<file path="src/relay_mux_regs.vh">
`ifndef RELAY_MUX_REGS_VH
`define RELAY_MUX_REGS_VH

// Register word offsets (byte address)
`define REG_STATE       8'h00
`define REG_CTRL        8'h04
`define REG_BBM_DELAY   8'h08
`define REG_SYNC_WIDTH  8'h0c
`define REG_STATUS      8'h10
`define REG_APPLIED     8'h14
`define REG_STATE_HI    8'h18

// Control register fields
`define CTRL_RUN_MODE   0
`define CTRL_BBM_DIS    1
`define CTRL_SOUT_EN    2
`define CTRL_SOUT_POL   3
`define CTRL_SOUT_BUS   4
`define CTRL_SIN_EN     5
`define CTRL_SIN_EDGE   6
`define CTRL_SIN_POL    7
`define CTRL_WIDTH      8

// Status register fields
`define STAT_READY      0
`define STAT_PENDING    1
`define STAT_BUSY       2
`define STAT_SYNC_OUT   3

// Channel layout
`define NUM_CH          18
`define STATE_W         54

// Reset values
`define BBM_DELAY_RST   16'h0000
`define SYNC_WIDTH_RST  16'h0001
`define CTRL_RST        8'h00

// Timing
`define CLK_MHZ         100
`define US_CYCLES       (`CLK_MHZ)
`define US_LAST         7'd99
`define POWER_UP_US     10
`define POWER_UP_CYCLES (`POWER_UP_US * `US_CYCLES)

`endif

</file>
<file path="src/relay_mux_ctrl.v">
`timescale 1ns/1ns
`default_nettype none
`include "relay_mux_regs.vh"

//Contract
// The ready indicator lights only once the board is up and running, otherwise dark.
// The mode indicator is off in configuration mode and on in operation mode.
// Each channel has three independent contacts A, B and C to the common terminal.
// One write of the state word updates all channels together as one group.
// By default all closed contacts open before the new state's contacts close.
// A control bit disables break-before-make so the new state is applied directly.
// All contacts stay open for a programmable number of microseconds between break and make.
// After power-up or reboot every contact of every channel is open.
// The host keeps updates at or below the maximum rate, break interval included.
// With sync out enabled, the sync output pulses whenever a relay change is programmed.
// Software sets the sync out pulse width and its active level.
// The sync output can go to the connector pin or onto the chassis bus lines.
// With sync in enabled, a programmed change waits for a trigger on the sync input.
// Sync in triggers on level or edge, high/rising or low/falling.
// A newer write while waiting for the trigger replaces the pending state.
module relay_mux_ctrl (
	input  wire                 clk,
	input  wire                 resetn,
	input  wire [7:0]           avs_address,
	input  wire                 avs_read,
	input  wire                 avs_write,
	input  wire [31:0]          avs_writedata,
	output reg  [31:0]          avs_readdata,
	output wire                 avs_waitrequest,
	input  wire                 sync_in_pin,
	output reg  [`STATE_W-1:0]  contact_close,
	output reg                  sync_out_pin,
	output reg                  sync_out_bus,
	output reg                  ready_indicator,
	output reg                  run_mode_indicator
);
	localparam [3:0] ST_IDLE  = 4'b0001;
	localparam [3:0] ST_WAIT  = 4'b0010;
	localparam [3:0] ST_BREAK = 4'b0100;
	localparam [3:0] ST_MAKE  = 4'b1000;

	reg [3:0]            state_q;
	reg [`STATE_W-1:0]   pend_q;
	reg [`CTRL_WIDTH-1:0] ctrl_q;
	reg [15:0]           bbm_us_q;
	reg [15:0]           sw_us_q;
	reg [15:0]           dly_q;
	reg [15:0]           sw_q;
	reg                  sw_act_q;
	reg [10:0]           pwr_q;
	reg                  rd_ack_q;
	wire                 tick;
	wire                 trig;
	wire                 wr_state;
	wire                 sout_lvl;

	function hit;
		input [7:0] a;
		input [7:0] r;
		begin
			hit = (a == r);
		end
	endfunction

	// Reads take one wait cycle so data comes from flops
	assign avs_waitrequest = avs_read & ~rd_ack_q;
	assign wr_state = avs_write & hit(avs_address, `REG_STATE);

	// Restart at break so the gap never runs short
	us_tick u_tick (
		.clk    (clk),
		.resetn (resetn),
		.clear  (wr_state | state_q[2]),
		.tick   (tick)
	);

	// level or edge
	sync_in_detect u_sin (
		.clk        (clk),
		.resetn     (resetn),
		.pin        (sync_in_pin),
		.edge_mode  (ctrl_q[`CTRL_SIN_EDGE]),
		.low_active (ctrl_q[`CTRL_SIN_POL]),
		.trigger    (trig)
	);

	always @(posedge clk) begin
		if (!resetn) begin
			ctrl_q   <= `CTRL_RST;
			bbm_us_q <= `BBM_DELAY_RST;
			sw_us_q  <= `SYNC_WIDTH_RST;
		end else if (avs_write) begin
			if (hit(avs_address, `REG_CTRL))
				ctrl_q <= avs_writedata[`CTRL_WIDTH-1:0];
			if (hit(avs_address, `REG_BBM_DELAY))
				bbm_us_q <= avs_writedata[15:0];
			if (hit(avs_address, `REG_SYNC_WIDTH))
				sw_us_q <= avs_writedata[15:0];
		end
	end

	always @(posedge clk) begin
		if (!resetn) begin
			rd_ack_q     <= 1'b0;
			avs_readdata <= 32'h0000_0000;
		end else begin
			rd_ack_q <= avs_read & ~rd_ack_q;
			if (avs_read & ~rd_ack_q) begin
				case (avs_address)
				`REG_STATE:      avs_readdata <= pend_q[31:0];
				`REG_CTRL:       avs_readdata <= {24'h000000, ctrl_q};
				`REG_BBM_DELAY:  avs_readdata <= {16'h0000, bbm_us_q};
				`REG_SYNC_WIDTH: avs_readdata <= {16'h0000, sw_us_q};
				`REG_STATUS:     avs_readdata <= {28'h0000000, sw_act_q,
					~state_q[0], state_q[1], ready_indicator};
				`REG_APPLIED:    avs_readdata <= contact_close[31:0];
				default:         avs_readdata <= 32'h0000_0000;
				endcase
			end
		end
	end

	// Main update sequencer
	always @(posedge clk) begin
		if (!resetn) begin
			state_q       <= ST_IDLE;
			pend_q        <= {`STATE_W{1'b0}};
			dly_q         <= 16'h0000;
			// all open
			contact_close <= {`STATE_W{1'b0}};
		end else begin
			// latest wins
			if (wr_state)
				pend_q <= {pend_q[53:32], avs_writedata};
			if (avs_write & hit(avs_address, `REG_STATE_HI))
				pend_q[53:32] <= avs_writedata[21:0];
			case (state_q)
			ST_IDLE: begin
				if (wr_state)
					// hold for sync in
					state_q <= ctrl_q[`CTRL_SIN_EN] ? ST_WAIT : ST_BREAK;
			end
			ST_WAIT: begin
				if (trig)
					state_q <= ST_BREAK;
			end
			ST_BREAK: begin
				// skip break
				if (ctrl_q[`CTRL_BBM_DIS]) begin
					// group update
					contact_close <= pend_q;
					state_q       <= ST_IDLE;
				end else begin
					// open first
					contact_close <= {`STATE_W{1'b0}};
					dly_q         <= bbm_us_q;
					state_q       <= ST_MAKE;
				end
			end
			ST_MAKE: begin
				// open interval
				if (dly_q == 16'h0000) begin
					// per contact bits
					contact_close <= pend_q;
					state_q       <= ST_IDLE;
				end else if (tick)
					dly_q <= dly_q - 16'd1;
			end
			default: state_q <= ST_IDLE;
			endcase
		end
	end

	// width and level
	assign sout_lvl = sw_act_q ^ ctrl_q[`CTRL_SOUT_POL];

	always @(posedge clk) begin
		if (!resetn) begin
			sw_act_q     <= 1'b0;
			sw_q         <= 16'h0000;
			sync_out_pin <= 1'b0;
			sync_out_bus <= 1'b0;
		end else begin
			// pulse on program
			if (wr_state & ctrl_q[`CTRL_SOUT_EN]) begin
				sw_act_q <= 1'b1;
				sw_q     <= sw_us_q;
			end else if (sw_act_q & tick) begin
				if (sw_q <= 16'd1)
					sw_act_q <= 1'b0;
				sw_q <= sw_q - 16'd1;
			end
			// pin or bus
			sync_out_pin <= ctrl_q[`CTRL_SOUT_BUS] ? ctrl_q[`CTRL_SOUT_POL] : sout_lvl;
			sync_out_bus <= ctrl_q[`CTRL_SOUT_BUS] ? sout_lvl : ctrl_q[`CTRL_SOUT_POL];
		end
	end

	always @(posedge clk) begin
		if (!resetn) begin
			pwr_q              <= 11'h000;
			ready_indicator    <= 1'b0;
			run_mode_indicator <= 1'b0;
		end else begin
			// ready after settle
			if (pwr_q != `POWER_UP_CYCLES)
				pwr_q <= pwr_q + 11'd1;
			ready_indicator    <= (pwr_q == `POWER_UP_CYCLES);
			// mode indicator
			run_mode_indicator <= ctrl_q[`CTRL_RUN_MODE];
		end
	end
endmodule // relay_mux_ctrl
`default_nettype wire

</file>
<file path="src/sync_in_detect.v">
`timescale 1ns/1ns
`default_nettype none

module sync_in_detect (
	input  wire clk,
	input  wire resetn,
	input  wire pin,
	input  wire edge_mode,
	input  wire low_active,
	output wire trigger
);
	reg s1_q;
	reg s2_q;
	reg prev_q;
	wire lvl;

	// Two stages before any logic reads the pin
	always @(posedge clk) begin
		if (!resetn) begin
			s1_q   <= 1'b0;
			s2_q   <= 1'b0;
			prev_q <= 1'b0;
		end else begin
			s1_q   <= pin;
			s2_q   <= s1_q;
			prev_q <= s2_q ^ low_active;
		end
	end

	assign lvl     = s2_q ^ low_active;
	assign trigger = edge_mode ? (lvl & ~prev_q) : lvl;
endmodule // sync_in_detect
`default_nettype wire

</file>
<file path="src/us_tick.v">
`timescale 1ns/1ns
`default_nettype none
`include "relay_mux_regs.vh"

module us_tick (
	input  wire       clk,
	input  wire       resetn,
	input  wire       clear,
	output reg        tick
);
	localparam [6:0] LAST = `US_LAST;
	reg [6:0] cnt_q;

	always @(posedge clk) begin
		if (!resetn) begin
			cnt_q <= 7'h00;
			tick  <= 1'b0;
		end else if (clear) begin
			cnt_q <= 7'h00;
			tick  <= 1'b0;
		end else begin
			tick  <= (cnt_q == LAST);
			cnt_q <= (cnt_q == LAST) ? 7'h00 : cnt_q + 7'd1;
		end
	end
endmodule // us_tick
`default_nettype wire
</file>
<file path="config.mk">
export PLATFORM = sky130hd
export DESIGN_NAME = relay_mux_ctrl
export DESIGN_NICKNAME = d
export VERILOG_FILES = /design/src/relay_mux_ctrl.v /design/src/sync_in_detect.v /design/src/us_tick.v
export VERILOG_INCLUDE_DIRS = /design/src
export SDC_FILE = /design/constraint.sdc
export NUM_CORES = 1
export LEC_CHECK = 0
export BUFFER_PORTS_ARGS = -buffer_cell sky130_fd_sc_hd__buf_2
export CAP_MARGIN = 40
export CORE_UTILIZATION = 54
export CTS_BUF_LIST = sky130_fd_sc_hd__clkbuf_4 sky130_fd_sc_hd__clkbuf_8
export DETAILED_ROUTE_END_ITERATION = 10
export PLACE_DENSITY_LB_ADDON = 0.25
export SLEW_MARGIN = 20
export SYNTH_ARGS = -nofsm -noshare
export SYNTH_HDL_FRONTEND = slang
export SYNTH_HIERARCHICAL = 1
export SYNTH_SLANG_ARGS = --single-unit
</file>
<file path="constraint.sdc">
create_clock -name clk -period 2.2 [get_ports clk]
set_input_delay 0.11 -clock clk [delete_from_list [all_inputs] [get_ports clk]]
set_output_delay 0.11 -clock clk [all_outputs]
set_load 0.05 [all_outputs]
</file>
==> flow_metrics.env <==
export IMPL_gr_usage_all_layers=0.278
export IMPL_post_route_drc_count=0
export IMPL_cts_buffer_depth=3
export IMPL_fin_crit_ns=2.01
export IMPL_tritoncts="done"
export IMPL_clock_sinks=244
export IMPL_synth_main_ff_cell="dfxtp_1"
export IMPL_clk_latency_ns=0.54
export IMPL_grt_max_degree=94
export IMPL_dp_hpwl_mm=17.8
export IMPL_htree_num_levels=2
export IMPL_dieHeight_um=141
export IMPL_p_sw_frac=0.222
export IMPL_antennaDiodeCount=0
export IMPL_drt_iter0_drc=759
export IMPL_post_synth_num_cell_types=65
export IMPL_synthToLayoutAreaGrowth_pct=22.2
export IMPL_critPathKind="reg -> reg"
export IMPL_wl_per_cell_um=17.1
export IMPL_p_int_uw=6890
export IMPL_hold_violations=0
export IMPL_io_buffers=135
export IMPL_grt_pass1_vias=8677
export IMPL_gp_congestion=0.820
export IMPL_finish_utilization=0.678
export IMPL_start_util=0.555
export IMPL_seqPwrFrac=0.503
export IMPL_dr_pass1_iters=5
export IMPL_async_flop_share=0
export IMPL_die_area_um2=19800
export IMPL_combPwrFrac=0.042
export IMPL_setup_viol_count_final=0
export IMPL_rsz0062_at_grt="no"
export IMPL_fin_nets=1400
export IMPL_synth_seq_area_share=0.469
export IMPL_syn_inst=1174
export IMPL_vias_per_cell=5.70
export IMPL_worstSetupStartpointType="flop"
export IMPL_yosys_warnings=6
export IMPL_worst_pin_slew_ns=0.438
export IMPL_drive_gt1_frac=0.206
export IMPL_n_fill_cell=1477
export IMPL_num_rows=50
export IMPL_end_kind="flop"
export IMPL_fin_skew_ns=0.0162
export IMPL_num_vias=9145
export IMPL_hold_ws_ns=0.0735
export IMPL_p_leak_uw=0.00514
export IMPL_slew_headroom=0.708
export IMPL_overflow=0
export IMPL_fmaxAchievable_mhz=498
export IMPL_netSwitchingPower_uw=1960
export IMPL_finalWirelength_mm=27.5
export IMPL_pin_count=136
export IMPL_die_w_um=141
export IMPL_ys_ff_latch=244
export IMPL_ant_nets=0
export IMPL_cap_violations=0
export IMPL_synth_net_count=1226
export IMPL_ir_drop_uv=606
export IMPL_syn_area_um2=10400
export IMPL_synth_edf_count=0
export IMPL_post_route_period_util=0.914
export IMPL_pwr_density_cell_nw_per_um2=696
export IMPL_grt_antenna_before_repair=0
export IMPL_drv_slew=0
export IMPL_clockPowerShare=0.455
export IMPL_path_clk_slew_ns=0.06
export IMPL_hp_class="in -> reg"
export IMPL_avgSynthCellArea_um2=8.86
export IMPL_core_um2=18800
export IMPL_crit_path_max_fanout=4
export IMPL_fin_setup_tns_ns=0
export IMPL_grt_pass1_wl_mm=44.2
export IMPL_status="completed"
export IMPL_root_buffer="clkbuf_8"
export IMPL_worstPathRequired_ns=2.65
export IMPL_cts_buffers=39
export IMPL_worstPathArrival_ns=2.46
==> final cells by class <==
class | count | area (um2) | share of cell area
Multi-Input combinational cell | 831 | 5180 | 0.408
Sequential cell | 244 | 4880 | 0.384
Timing Repair Buffer | 217 | 1490 | 0.117
Clock buffer | 62 | 772 | 0.0607
Tap cell | 234 | 293 | 0.0230
Inverter | 15 | 58.8 | 0.00462
Clock inverter | 2 | 35.0 | 0.00275
==> power groups by stage <==
| stage | combinational [uW] | clock, uW | sequential [uW] |
|---|---|---|---|
| 2_1_floorplan | 167 | 0 | 4540 |
| 3_3_place_gp | 314 | 0 | 4540 |
| 3_5_place_dp | 317 | 0 | 4550 |
| 4_1_cts | 364 | 4080 | 4450 |
| 5_1_grt | 395 | 4310 | 4450 |
| 6_report | 372 | 4030 | 4450 |
==> cells in the mapped netlist, types with 6 or more instances <==
library cell | instances | area [um2]
or3_1 | 8 | 50.1
a22o_1 | 12 | 105
nand4_1 | 6 | 37.5
xnor2_1 | 14 | 123
nor4_1 | 11 | 68.8
ha_1 | 7 | 87.6
a21o_1 | 6 | 45.0
nand3_1 | 16 | 80.1
a21oi_1 | 66 | 330
a22oi_1 | 44 | 330
o22ai_1 | 17 | 106
nand2_1 | 208 | 781
a2bb2oi_1 | 16 | 140
dfxtp_1 | 244 | 4880
mux2_2 | 9 | 101
mux2i_1 | 126 | 1260
and2_1 | 6 | 37.5
xor2_1 | 14 | 123
inv_1 | 15 | 56.3
o31ai_1 | 6 | 45.0
clkbuf_1 | 73 | 274
a211oi_1 | 7 | 52.6
nor2_1 | 138 | 518
nor3_1 | 10 | 50.1
o21ai_0 | 23 | 115
==> layer usage <==
layer  up-vias  track usage  wire length, um
li1       4435            -                -
met1      4327        0.374            12400
met2       333        0.441            12700
met3        50       0.0594             1750
met4         0       0.0984              660
met5         -            0                0
==> state kept, by name (all words and copies together), names as in the netlist, 4 cells and up <==
| signal | cells |
|---|---|
| contact_close | 54 |
| u_tick/cnt_q | 7 |
| state_q | 4 |
| sw_q | 16 |
| dly_q | 16 |
| ctrl_q | 8 |
| sw_us_q | 16 |
| bbm_us_q | 16 |
| pwr_q | 11 |
| pend_q | 54 |
| avs_readdata | 32 |
==> logic make-up (layout without fill, tap and decap cells) <==
logic type	count (synthesis)	count (layout)	synth area share
buf+inv	99	296	0.0379
xor+xnor	28	28	0.0236
compound gates	219	219	0.141
simple gates	442	442	0.189
flops	244	244	0.469
fa+ha+maj	7	7	0.00842
mux	135	135	0.131
==> layout by cell type (no fill, tap or decap), drive strengths merged, types with 12 or more instances in the layout <==
cell type / synthesis / final
a21oi: 67 / 67
o21ai: 23 / 23
nor4: 12 / 12
dfxtp: 244 / 244
a22o: 12 / 12
a22oi: 44 / 44
dlygate4sd3: 0 / 34
inv: 15 / 15
buf: 11 / 183
nor2: 139 / 139
mux2i: 126 / 126
xor2: 14 / 14
nand3: 17 / 17
nand2: 208 / 208
clkbuf: 73 / 62
o22ai: 17 / 17
a2bb2oi: 16 / 16
xnor2: 14 / 14
==> final timing paths <==
path                         startpoint                           end  slack, ns  cells after the start
hold reg to reg   u_sin/s1_q$_SDFF_PN0_         u_sin/s2_q$_SDFF_PN0_       0.44                      1
setup / recovery  dly_q[0]$_SDFFE_PN0P_        dly_q[14]$_SDFFE_PN0P_       0.19                      6
setup reg to reg  dly_q[0]$_SDFFE_PN0P_        dly_q[14]$_SDFFE_PN0P_       0.19                      6
hold / removal           avs_address[4]  avs_readdata[3]$_SDFFE_PN0P_       0.07                      3
==> timing repair <==
item / 4_1_cts / 5_1_grt
gates resized for setup: 0 / 3
setup buffers: 0 / 1
endpoints found under the hold margin: 95 / 0
endpoints found under the setup margin: 0 / 59
hold buffers: 34 / 0
==> worst max-delay path: stages (launching register included) <==
cell	delay, ns
dfxtp_1	0.31
inv_1	0.11
ha_1	0.22
nor3b_1	0.35
nand4_1	0.22
or4_1	0.50
a41oi_1	0.21
==> per-stage QoR <==
| step | power (uW) | instances | instance area, um2 | setup WS (ns) |
|---|---|---|---|---|
| 2_1_floorplan | 4710 | 1174 | 10400 | 0.0918 |
| 3_3_place_gp | 4860 | 1505 | 11500 | 0.0190 |
| 3_5_place_dp | 4860 | 1506 | 11600 | 0.00517 |
| 4_1_cts | 8890 | 1604 | 12700 | 0.0125 |
| 5_1_grt | 9160 | 1605 | 12700 | 0.0156 |
| 6_report | 8850 | 1605 | 12700 | 0.190 |
Note: power is estimated with default switching activity, not from simulation.
